[src/shared/line_uart_map.svh]
/*
  Bit positions, reset values and timing figures of the multi-octet link block.
  Assumes a 100 MHz ref_clk; included by bare name.
*/
`ifndef LINE_UART_MAP_SVH
`define LINE_UART_MAP_SVH

// ----------------------------------------------------------------------------
// status byte layout
// ----------------------------------------------------------------------------
`define STAT_DATA_EVENT 0
`define STAT_INT 1
`define STAT_RX_ERROR 2
`define STAT_SHORT 3
`define STAT_UNDER_VOLT 4
`define STAT_OVER_TEMP 5

// ----------------------------------------------------------------------------
// sizes and reset values
// ----------------------------------------------------------------------------
`define FRAME_COUNT 15
`define IDX_ZERO 4'h0
`define IDX_ONE 4'h1
`define OCTET_ZERO 8'h00
`define SYNC_ZERO 3'h0
`define RST_SYNC_ZERO 2'h0
`define RST_SYNC_ONE 2'h1

// ----------------------------------------------------------------------------
// timing
// ----------------------------------------------------------------------------
`define CLK_PERIOD_NS 10
`define EVENT_CLEAR_NS 220
`define EVENT_CLEAR_CYCLES (`EVENT_CLEAR_NS / `CLK_PERIOD_NS)
`define RESTART_CYCLES_DEFAULT 100000

`endif

[src/shared/line_uart_pkg.sv]
/*
  Types of the multi-octet link block: link states and signal bundles.
  Assumes nothing beyond a SystemVerilog compiler.
*/
package line_uart_pkg;

  typedef enum logic [3:0]
  {
    OUTPUT_ACTIVE_STATE = 4'h1,
    WAKEUP_LISTEN_STATE = 4'h2,
    COMM_LISTEN_STATE = 4'h4,
    TRANSMIT_STATE = 4'h8
  } link_state_e;

  typedef struct packed
  {
    logic shortCircuit;
    logic underVoltage;
    logic overTemp;
  } fault_s;

  typedef struct packed
  {
    logic valid;
    logic msgDone;
    logic error;
    logic busy;
    logic [7:0] octet;
  } rx_s;

endpackage

[src/core/line_uart_multi_octet_link_fsm.sv]
/*
  Multi-octet link state machine with its transmit FIFO.
  Assumes a line decoder and transmitter on ref_clk, and an SPI front end that
  turns accesses and commands into one-cycle pulses on ref_clk.
*/
`timescale 1ns/10ps
`default_nettype none
`include "line_uart_map.svh"

module line_uart_tx_fifo #(
  parameter int WIDTH = 8,
  parameter int DEPTH = 4
) (
  input wire logic clk,
  input wire logic rst_n,
  input wire logic flush,
  input wire logic inValid,
  output logic inReady,
  input wire logic [WIDTH-1:0] inData,
  output logic outValid,
  input wire logic outReady,
  output logic [WIDTH-1:0] outData
);
  localparam int AW = $clog2(DEPTH);

  typedef struct packed
  {
    logic [DEPTH-1:0][WIDTH-1:0] mem;
    logic [AW-1:0] wrPtr;
    logic [AW-1:0] rdPtr;
    logic [AW:0] count;
  } fifo_state_s;

  fifo_state_s q;
  fifo_state_s next_q;
  logic push;
  logic pop;

  always_comb
  begin
    inReady = (q.count != (AW+1)'(DEPTH));
    outValid = (q.count != '0);
    outData = q.mem[q.rdPtr];
    push = inValid && inReady;
    pop = outValid && outReady;
    next_q = q;
    if (push)
    begin
      next_q.mem[q.wrPtr] = inData;
      next_q.wrPtr = q.wrPtr + AW'(1);
    end
    if (pop)
    begin
      next_q.rdPtr = q.rdPtr + AW'(1);
    end
    next_q.count = q.count + (AW+1)'(push) - (AW+1)'(pop);
    if (flush)
    begin
      next_q.wrPtr = '0;
      next_q.rdPtr = '0;
      next_q.count = '0;
    end
  end

  always_ff @(posedge clk or negedge rst_n)
  begin
    if (!rst_n)
    begin
      q <= '0;
    end
    else
    begin
      q <= next_q;
    end
  end
endmodule

module line_uart_multi_octet_link_fsm #(
  parameter int RESTART_CYCLES = `RESTART_CYCLES_DEFAULT,
  parameter int FIFO_DEPTH = 4
) (
  input wire logic ref_clk,
  input wire logic arst_n,
  input wire logic switchOutputModeBit,
  input wire logic highSideEnable,
  input wire logic lowSideEnable,
  input wire logic wakeupPin,
  input wire line_uart_pkg::fault_s faultPins,
  input wire line_uart_pkg::rx_s rxIn,
  input wire logic statusAccess,
  input wire logic cmdEnd,
  input wire logic cmdSend,
  input wire logic [3:0] txLength,
  input wire logic bufWrEn,
  input wire logic [3:0] bufWrAddr,
  input wire logic [7:0] bufWrData,
  input wire logic [3:0] bufRdAddr,
  input wire logic txReady,
  input wire logic txIdle,
  output logic lineHigh,
  output logic lineLow,
  output logic rxEnable,
  output logic rxReset,
  output logic intPin,
  output logic [7:0] statusByte,
  output line_uart_pkg::link_state_e linkState,
  output logic [7:0] bufRdData,
  output logic txValid,
  output logic [7:0] txOctet,
  output logic restartRunning
);

  // --------------------------------------------------------------------------
  // state record
  // --------------------------------------------------------------------------
  typedef struct packed
  {
    line_uart_pkg::link_state_e state;
    logic [2:0] wakeSync;
    logic wakeFilt;
    logic [2:0] scSync;
    logic [2:0] uvSync;
    logic [2:0] otSync;
    line_uart_pkg::fault_s faults;
    line_uart_pkg::fault_s reported;
    logic [`FRAME_COUNT-1:0][7:0] frames;
    logic [3:0] rxIdx;
    logic [3:0] txIdx;
    logic sending;
    logic dataEvent;
    logic waitHalt;
    logic rxErrorFlag;
    logic shortFlag;
    logic [31:0] restartCnt;
    logic lineHigh;
    logic lineLow;
    logic rxEnable;
    logic rxReset;
    logic intPin;
    logic [7:0] statusByte;
    logic [7:0] bufRdData;
    logic txValid;
    logic [7:0] txOctet;
    logic restartRunning;
  } link_state_s;

  link_state_s q;
  link_state_s next_q;
  logic [1:0] rstSync;
  logic rst_n;
  logic fifoInValid;
  logic fifoInReady;
  logic fifoOutValid;
  logic fifoOutReady;
  logic [7:0] fifoOutData;
  logic fifoFlush;

  // --------------------------------------------------------------------------
  // reset release
  // --------------------------------------------------------------------------
  always_ff @(posedge ref_clk or negedge arst_n)
  begin
    if (!arst_n)
    begin
      rstSync <= `RST_SYNC_ZERO;
    end
    else
    begin
      rstSync <= {rstSync[0], 1'b1};
    end
  end
  assign rst_n = rstSync[1];

  line_uart_tx_fifo #(
    .WIDTH(8),
    .DEPTH(FIFO_DEPTH)
  ) txFifo (
    .clk(ref_clk),
    .rst_n(rst_n),
    .flush(fifoFlush),
    .inValid(fifoInValid),
    .inReady(fifoInReady),
    .inData(q.frames[q.txIdx]),
    .outValid(fifoOutValid),
    .outReady(fifoOutReady),
    .outData(fifoOutData)
  );

  // --------------------------------------------------------------------------
  // next state
  // --------------------------------------------------------------------------
  always_comb
  begin
    logic listenMode;
    logic wakeArmed;
    logic faultOff;
    logic txFinished;
    logic statusChange;
    listenMode = 1'b0;
    wakeArmed = 1'b0;
    faultOff = 1'b0;
    txFinished = 1'b0;
    statusChange = 1'b0;
    next_q = q;
    // three-stage pin synchronisers; a change counts once stages two and three agree
    next_q.wakeSync = {q.wakeSync[1:0], wakeupPin};
    next_q.scSync = {q.scSync[1:0], faultPins.shortCircuit};
    next_q.uvSync = {q.uvSync[1:0], faultPins.underVoltage};
    next_q.otSync = {q.otSync[1:0], faultPins.overTemp};
    if (q.wakeSync[1] == q.wakeSync[2])
      next_q.wakeFilt = q.wakeSync[2];
    if (q.scSync[1] == q.scSync[2])
      next_q.faults.shortCircuit = q.scSync[2];
    if (q.uvSync[1] == q.uvSync[2])
      next_q.faults.underVoltage = q.uvSync[2];
    if (q.otSync[1] == q.otSync[2])
      next_q.faults.overTemp = q.otSync[2];

    wakeArmed = highSideEnable ^ lowSideEnable;
    faultOff = q.faults.shortCircuit || q.faults.overTemp;
    txFinished = q.sending && (q.txIdx == txLength) && !fifoOutValid && !q.txValid && txIdle;
    fifoInValid = (q.state == line_uart_pkg::TRANSMIT_STATE) && q.sending
      && (q.txIdx != txLength);
    fifoOutReady = !q.txValid || txReady;
    fifoFlush = 1'b0;
    next_q.rxReset = 1'b0;

    if (fifoInValid && fifoInReady)
      next_q.txIdx = q.txIdx + `IDX_ONE;
    if (fifoOutReady)
    begin
      next_q.txValid = fifoOutValid;
      next_q.txOctet = fifoOutData;
    end

    // buffers stay open to the host in every state, the wait included
    if (bufWrEn && (bufWrAddr < 4'(`FRAME_COUNT)))
      next_q.frames[bufWrAddr] = bufWrData;
    next_q.bufRdData = (bufRdAddr < 4'(`FRAME_COUNT)) ? q.frames[bufRdAddr] : `OCTET_ZERO;

    case (q.state)
      line_uart_pkg::OUTPUT_ACTIVE_STATE:
      begin
        if (!switchOutputModeBit)
        begin
          next_q.state = line_uart_pkg::COMM_LISTEN_STATE;
          next_q.rxIdx = `IDX_ZERO;
        end
        else if (wakeArmed && q.wakeFilt)
        begin
          next_q.state = line_uart_pkg::WAKEUP_LISTEN_STATE;
          next_q.restartCnt = '0;
          next_q.rxIdx = `IDX_ZERO;
        end
      end
      line_uart_pkg::WAKEUP_LISTEN_STATE:
      begin
        listenMode = 1'b1;
        next_q.restartCnt = q.restartCnt + 32'h00000001;
        if (!switchOutputModeBit)
          next_q.state = line_uart_pkg::COMM_LISTEN_STATE;
        else if (rxIn.msgDone && !rxIn.error)
        begin
          next_q.state = line_uart_pkg::TRANSMIT_STATE;
          next_q.dataEvent = 1'b1;
          next_q.rxErrorFlag = 1'b0;
          next_q.restartCnt = '0;
        end
        else if (rxIn.msgDone)
          next_q.rxIdx = `IDX_ZERO;
        else if (q.restartCnt >= 32'(RESTART_CYCLES - 1))
          next_q.state = line_uart_pkg::OUTPUT_ACTIVE_STATE;
      end
      line_uart_pkg::COMM_LISTEN_STATE:
      begin
        listenMode = 1'b1;
        if (switchOutputModeBit)
        begin
          next_q.state = line_uart_pkg::OUTPUT_ACTIVE_STATE;
          next_q.rxReset = rxIn.busy;
          next_q.rxIdx = `IDX_ZERO;
        end
        else if (rxIn.msgDone || rxIn.error)
        begin
          next_q.state = line_uart_pkg::TRANSMIT_STATE;
          next_q.dataEvent = 1'b1;
          next_q.rxErrorFlag = rxIn.error;
        end
      end
      line_uart_pkg::TRANSMIT_STATE:
      begin
        if (cmdSend && !q.sending)
        begin
          next_q.sending = 1'b1;
          next_q.txIdx = `IDX_ZERO;
        end
        if (q.faults.shortCircuit)
        begin
          next_q.shortFlag = 1'b1;
          next_q.state = switchOutputModeBit ? line_uart_pkg::WAKEUP_LISTEN_STATE
            : line_uart_pkg::COMM_LISTEN_STATE;
          next_q.restartCnt = '0;
        end
        else if (cmdEnd || txFinished)
          next_q.state = switchOutputModeBit ? line_uart_pkg::OUTPUT_ACTIVE_STATE
            : line_uart_pkg::COMM_LISTEN_STATE;
        if (next_q.state != line_uart_pkg::TRANSMIT_STATE)
        begin
          next_q.sending = 1'b0;
          next_q.rxIdx = `IDX_ZERO;
          next_q.txValid = 1'b0;
          fifoFlush = 1'b1;
        end
      end
      default:
      begin
        next_q.state = line_uart_pkg::COMM_LISTEN_STATE;
      end
    endcase

    // received octets fill the frame buffers in both listen states
    if (listenMode && rxIn.valid && (q.rxIdx < 4'(`FRAME_COUNT)))
    begin
      next_q.frames[q.rxIdx] = rxIn.octet;
      next_q.rxIdx = q.rxIdx + `IDX_ONE;
    end

    // data-event handshake with the host
    if (statusAccess && q.dataEvent)
      next_q.waitHalt = 1'b1;
    if ((cmdEnd || cmdSend) && q.state == line_uart_pkg::TRANSMIT_STATE)
    begin
      next_q.dataEvent = 1'b0;
      next_q.waitHalt = 1'b0;
    end

    // an access reports current faults, so it retires the change interrupt
    if (statusAccess)
    begin
      next_q.reported = q.faults;
      next_q.shortFlag = q.faults.shortCircuit;
    end
    if (q.faults.shortCircuit && q.state == line_uart_pkg::TRANSMIT_STATE)
      next_q.shortFlag = 1'b1;
    statusChange = (next_q.reported != q.faults);

    next_q.intPin = next_q.dataEvent || next_q.waitHalt || statusChange;
    next_q.statusByte = `OCTET_ZERO;
    next_q.statusByte[`STAT_DATA_EVENT] = next_q.dataEvent;
    next_q.statusByte[`STAT_INT] = next_q.intPin;
    next_q.statusByte[`STAT_RX_ERROR] = next_q.rxErrorFlag;
    next_q.statusByte[`STAT_SHORT] = next_q.shortFlag;
    next_q.statusByte[`STAT_UNDER_VOLT] = q.faults.underVoltage;
    next_q.statusByte[`STAT_OVER_TEMP] = q.faults.overTemp;

    next_q.lineHigh = (next_q.state == line_uart_pkg::OUTPUT_ACTIVE_STATE) && wakeArmed
      && highSideEnable && !faultOff;
    next_q.lineLow = (next_q.state == line_uart_pkg::OUTPUT_ACTIVE_STATE) && wakeArmed
      && lowSideEnable && !faultOff;
    next_q.rxEnable = (next_q.state == line_uart_pkg::WAKEUP_LISTEN_STATE)
      || (next_q.state == line_uart_pkg::COMM_LISTEN_STATE);
    next_q.restartRunning = (next_q.state == line_uart_pkg::WAKEUP_LISTEN_STATE);
  end

  // --------------------------------------------------------------------------
  // registers
  // --------------------------------------------------------------------------
  always_ff @(posedge ref_clk or negedge rst_n)
  begin
    if (!rst_n)
    begin
      q <= '0;
      q.state <= line_uart_pkg::COMM_LISTEN_STATE;
      q.rxEnable <= 1'b1;
    end
    else
    begin
      q <= next_q;
    end
  end

  assign lineHigh = q.lineHigh;
  assign lineLow = q.lineLow;
  assign rxEnable = q.rxEnable;
  assign rxReset = q.rxReset;
  assign intPin = q.intPin;
  assign statusByte = q.statusByte;
  assign linkState = q.state;
  assign bufRdData = q.bufRdData;
  assign txValid = q.txValid;
  assign txOctet = q.txOctet;
  assign restartRunning = q.restartRunning;

endmodule
`default_nettype wire

[config.mk]
export PLATFORM = sky130hd
export DESIGN_NAME = line_uart_multi_octet_link_fsm
export DESIGN_NICKNAME = d
export VERILOG_FILES = /design/src/shared/line_uart_pkg.sv /design/src/core/line_uart_multi_octet_link_fsm.sv
export VERILOG_INCLUDE_DIRS = /design/src /design/src/shared
export SDC_FILE = /design/constraint.sdc
export NUM_CORES = 1
export LEC_CHECK = 0
export BUFFER_PORTS_ARGS = -buffer_cell sky130_fd_sc_hd__buf_2
export CAP_MARGIN = 20
export CORE_UTILIZATION = 56
export DETAILED_ROUTE_END_ITERATION = 10
export PLACE_DENSITY = 0.82
export RECOVER_POWER = 25
export SLEW_MARGIN = 20
export SYNTH_ARGS = -nofsm -noshare
export SYNTH_HDL_FRONTEND = slang
export SYNTH_SLANG_ARGS = --single-unit
[constraint.sdc]
create_clock -name ref_clk -period 9.1 [get_ports ref_clk]
set_input_delay 1.365 -clock ref_clk [delete_from_list [all_inputs] [get_ports ref_clk]]
set_output_delay 1.365 -clock ref_clk [all_outputs]
set_load 0.01 [all_outputs]
==> results of run 1 <==
synthesized netlist by cell type, types with 10 or more instances:
library cell | count | area, um^2
xor2_1 | 10 | 87.58
dfrtp_1 | 252 | 6306
o21ai_0 | 44 | 220.2
inv_1 | 19 | 71.32
buf_1 | 14 | 52.55
buf_4 | 29 | 217.7
nand3_1 | 27 | 135.1
clkbuf_1 | 55 | 206.5
a21oi_1 | 175 | 875.8
mux4_2 | 56 | 1261
nor4_1 | 16 | 100.1
mux2i_1 | 154 | 1541
mux2_2 | 11 | 123.9
xnor2_1 | 14 | 122.6
nand2_1 | 47 | 176.4
nand4_1 | 14 | 87.58
buf_2 | 19 | 95.09
ha_1 | 12 | 150.1
nor2_1 | 208 | 780.8
final timing paths:
check                                        end                   from  slack [ps]
max                        txFifo.q[2]$_DFF_PN0_        q[68]$_DFF_PN0_        3790
min in group asynchronous   rstSync[0]$_DFF_PN0_                 arst_n         580
max reg2reg                txFifo.q[2]$_DFF_PN0_        q[68]$_DFF_PN0_        3790
max in group asynchronous        q[68]$_DFF_PN0_   rstSync[1]$_DFF_PN0_        4700
min reg2reg                next_q[210]$_DFF_PN0_  next_q[209]$_DFF_PN0_         340
min                        next_q[210]$_DFF_PN0_  next_q[209]$_DFF_PN0_         340
critical path, delay by kind of cell, from the launching register on:
kind / cells / cell delay, ps
buffers and inverters: 3 / 3030
and+or+nand+nor: 3 / 670
adders and majority gates: 2 / 430
DFF: 1 / 340
xor gates and xnor gates: 3 / 660
kinds of logic after synthesis:
kind of cell	count (synthesis)
simple gates	392
compound gates	294
flops	254
mux	221
buf+inv	139
xor+xnor	24
fa+ha+maj	17
other cells	2
flip-flops by register name, summed over array words and instances, names as in the netlist, 2 cells and up:
| name | cells |
|---|---|
| q | 171 |
| linkState | 4 |
| rstSync | 2 |
| statusByte | 6 |
| txOctet | 8 |
| bufRdData | 8 |
| txFifo.q | 39 |
| next_q | 10 |
where the power goes:
group | leakage, nW | total, mW | switching [mW] | internal [mW]
Sequential | 3.01 | 1.81 | 0.331 | 1.48
Clock | 0.504 | 1.23 | 0.479 | 0.748
Combinational | 2.96 | 1.50 | 0.784 | 0.720
Total | 6.47 | 4.54 | 1.59 | 2.95
placed cells by master (no fill, tap or decap), types with 4 or more instances in the layout:
master,Yosys,layout
nor3_1,5,5
xnor2_1,14,14
nand2_1,47,47
clkbuf_16,0,29
and3_1,6,6
diode_2,0,4
mux2i_1,154,154
nand3b_1,7,7
o2bb2ai_1,8,8
or3_1,8,8
nor2_1,208,207
nand2b_1,7,7
o21ai_0,44,44
mux4_2,56,56
inv_1,19,19
a21oi_1,175,175
nand3_1,27,27
a222oi_1,8,8
dfrtp_1,252,251
nand4_1,14,14
nor2b_1,9,9
buf_2,19,75
nor3_2,5,5
a221oi_1,8,8
o31ai_1,9,9
nor4_1,16,16
xor2_1,10,10
a31oi_1,9,9
clkinv_2,0,4
mux2_2,11,11
a21o_1,9,9
clkbuf_1,55,13
ha_1,12,12
buf_4,29,4
maj3_1,4,4
clkbuf_8,0,9
layer usage:
metal	track usage	vias to the layer above	wire length (um)
met5	0	-	0
met4	0.1130	0	1218
met2	0.4370	493	16630
met1	0.3672	5282	14250
li1	-	4858	-
met3	0.05039	93	2646
final cells by class:
| cell class | instances | area (um^2) |
|---|---|---|
| Antenna cell | 4 | 10.01 |
| Clock buffer | 45 | 875.8 |
| Multi-Input combinational cell | 951 | 6980 |
| Fill cell | 1919 | 9170 |
| Tap cell | 324 | 405.4 |
| Inverter | 19 | 71.32 |
| Sequential cell | 254 | 6360 |
| Clock inverter | 9 | 141.4 |
| Timing Repair Buffer | 86 | 447.9 |
==> impl_metrics.ini, run 1 <==
[run_status]
status = finished with violations
failed_checks = capacitance limit, slew limit

[grt]
grt-ovfl-total = 0
first_global_vias = 10610
grt_max_degree = 160
grt_antenna_before_repair = 4
grt_pass1_wl_mm = 55.73
track_usage = 0.2728

[placement]
dp_hpwl_mm = 23.48
globalplace.congestion = 0.8912
io_buffers = 79
place_area_um2 = 14290
place_inst = 1634
pre_cts_slack_ps = 5017

[floorplan]
core_um2 = 24460
die_w_um = 160.2
ios = 82
die_area_um2 = 25660
core.rowCount = 57
fp.dieH_um = 160.2
start_util = 0.5728

[sta]
setup_viol = 0
hold_slack_ps = 342.1
period_share = 0.5832
final-hold-violation-count = 0
setup_slack_ps = 3793
fmax_ghz = 0.1884
tns_ps = 0
min_period_ps = 5307
drv_slew = 143
slew_headroom = -1.348
worst_slew_pin_slew_ps = 3522
skew_ps = 16.82
rsz0062_at_grt = false

[synth]
syn_inst = 1343
avgSynthCellArea_um2 = 10.43
yosys_warnings = 0
synth-compound-area-share = 0.1228
yosys.area_share.simple = 0.1361
synthMuxAreaShare = 0.2089
ys_seq_area_frac = 0.4538
synth_edf_count = 0
synth-main-ff-cell = dfrtp_1
synth_area_um2 = 14010
async_flop_share = 1.000
synth_xor_area_frac = 0.01500
synth_top_family_by_area = multiplexers
synth_fa_ha_area_frac = 0.01500
synth_cell_types = 76
synth-seq-cells = 254

[routing]
dr.pass1.iters = 7
routed_wl_mm = 34.74
drt_iter0_drc = 1061
final_antenna_net_count = 0
wl_per_cell_um = 20.53
vias = 10730
route.detailed.drc = 0
routed_via_density = 6.339

[worst_setup_path]
r2r_cells = 11
crit_type = reg -> reg
worstPathCellList = clkbuf_1 > xor2_1 > nor4_4 > clkbuf_1 > nor3_2 > ha_1 > inv_1 > fa_1 > xor2_1 > xnor2_1 > nor2_1
endpoint_kind = flop
max_stage_delay_ps = 2450
crit_slowest_cell = clkbuf_1
arrival_ps = 5730
worstPathRequired_ps = 9520
critPathMaxFanout = 46
start_kind = flop

[hold_path]
worstHoldPathType = reg -> reg
hold_depth = 0

[cts]
clk_pin_slew_ps = 60
cts_max_path_buffers = 3
cts_num_sinks = 254
cts_inserted_buffers = 29
hold_buffers = 0
clk_latency_ps = 570
post_cts_resized = 0
post_cts_buffers = 0
htree_levels = 1
cts_tree = done
root_buffer = clkbuf_16

[power]
ir_drop_mv = 0.1689
p_total_mw = 4.541
power_density_nw_per_um2 = 297.0
leakagePower_nw = 6.466

[layout]
area_growth_pct = 9.145
design_area_um2 = 15290
post-route-util = 0.6251
instances_no_fill = 1692
nets = 1401
drive_gt1_frac = 0.1635

[flow_run]
cap_violations = 3
Note: power is estimated with default switching activity, not from simulation.
==> inputs of run 2 (changes only) <==
clock period = 4.95 ns   (was 9.1 ns; I/O delays follow)
==> impl_metrics.ini, run 2 (synthesized netlist as in run 1, its figures left out) <==
[floorplan]
die_w_um = 160.2
start_util = 0.5728
ios = 82
core_um2 = 24460
die_area_um2 = 25660
core.rowCount = 57
fp.dieH_um = 160.2

[routing]
routed_wl_mm = 34.91
dr.pass1.iters = 5
routed_via_density = 6.355
final_antenna_net_count = 0
wl_per_cell_um = 20.65
drt_iter0_drc = 1308
vias = 10740
route.detailed.drc = 0

[flow_run]
cap_violations = 1

[placement]
dp_hpwl_mm = 23.84
pre_cts_slack_ps = 1581
io_buffers = 79
globalplace.congestion = 0.9015

[run_status]
status = finished with violations
failed_checks = capacitance limit, slew limit

[layout]
layout_common_cells = 251 x dfrtp_1, 207 x nor2_1, 175 x a21oi_1
nets = 1402
area_growth_pct = 9.260
drive_gt1_frac = 0.1686
largest_reg_flops = 171
top_register = q
layout.cells.most_common = dfrtp_1

[worst_setup_path]
worst-path-buf-inv = 1
max_stage_delay_ps = 880
cpLargestDelayFamily = compound AO/OA/AOI/OAI gates
crit_type = reg -> reg
worstPathRequired_ps = 5330
critPathMaxFanout = 24
arrival_ps = 3550
worstPathCellList = buf_4 > mux2i_1 > a221oi_1 > a21o_1 > a222oi_1 > a21oi_1
start_kind = flop
endpoint_kind = flop
crit_slowest_cell = dfrtp_2

[power]
ir_drop_mv = 0.3727
leakagePower_nw = 6.473
power_density_nw_per_um2 = 541.7

[cts]
cts_max_path_buffers = 3
cts_tree = done
clk_pin_slew_ps = 60
cts_inserted_buffers = 28
htree_levels = 1
root_buffer = clkbuf_16
clk_latency_ps = 540
post_cts_buffers = 0
cts_num_sinks = 254

[sta]
skew_ps = 7.032
min_period_ps = 3171
worst_slew_pin_slew_ps = 2281
drv_slew = 56
setup_viol = 0
tns_ps = 0
period_share = 0.6407
fmax_ghz = 0.3153
slew_headroom = -0.5207
final-hold-violation-count = 0
setup_slack_ps = 1779
rsz0062_at_grt = false

[grt]
grt_antenna_before_repair = 3
track_usage = 0.2744
grt-ovfl-total = 0
grt_max_degree = 117
grt_pass1_wl_mm = 55.90
first_global_vias = 10450

[hold_path]
worstHoldPathType = in -> reg
run 2: changes by cell type in the layout (fill, tap and decap cells not counted), sizes merged:
cell	delta
inv	-1
dlygate4sd3	+1
bufinv	+1
buf	+6
clkinvlp	+3
clkinv	+1
clkbuf	-11
diode	-2
run 2: report_power, final:
part	switching [mW]	internal, mW	leakage (nW)
Combinational	1.35	1.30	2.99
Clock	0.863	1.36	0.481
Sequential	0.703	2.72	3.01
Total	2.92	5.38	6.47
run 2: path summary, 6_finish.rpt:
path	from	to	slack, ps	cells past startpoint
worst min register to register	rstSync[0]$_DFF_PN0_	rstSync[1]$_DFF_PN0_	350	0
max in group asynchronous	rstSync[1]$_DFF_PN0_	q[79]$_DFF_PN0_	2490	1
worst max register to register	q[68]$_DFF_PN0_	txFifo.q[37]$_DFFE_PN0P_	1780	6
min in group asynchronous	arst_n	rstSync[0]$_DFF_PN0_	510	2
worst max-delay path	q[68]$_DFF_PN0_	txFifo.q[37]$_DFFE_PN0P_	1780	6
worst min-delay path	faultPins[0]	next_q[203]$_DFF_PN0_	300	1
run 2: routing by layer:
metal / part of all wire / GRT usage / up-vias
met5: 0.00034 / 0 / -
met4: 0.028 / 0.09264 / 2
met3: 0.087 / 0.05481 / 94
met2: 0.48 / 0.4362 / 549
met1: 0.41 / 0.3778 / 5235
li1: - / - / 4860
run 2: worst register-to-register path, stage by stage, from the launching register on:
cell      delay [ps]
dfrtp_2          880
buf_4            470
mux2i_1          330
a221oi_1         140
a21o_1           210
a222oi_1         800
a21oi_1          180
run 2: layout make-up:
class	instances	area (um^2)
antenna	2	5.005
clock buffer	39	813.3
clock inverter	13	180.2
fill	1943	9154
inverter	19	71.32
multi-input combinational	951	6984
sequential	254	6360
tap	324	405.4
timing repair buffer	88	489.2
run 2: timing repair:
item                                   4_1_cts  5_1_grt
endpoints found under the hold margin        2        0
resized for setup                            0        0
hold buffers                                 1        0
run 2: through the flow:
stage	total power [mW]	utilization	instance area, um^2	instances	hold slack (ps)
5_1_grt	8.707	0.6258	15310	1690	295.8
6_report	8.293	0.6258	15310	1690	301.6
3_5_place_dp	6.011	0.5848	14310	1635	340.3
3_3_place_gp	5.859	0.5848	14310	1635	333.9
4_1_cts	8.257	0.6259	15310	1688	290.2
2_1_floorplan	5.319	-	14020	1344	331.1
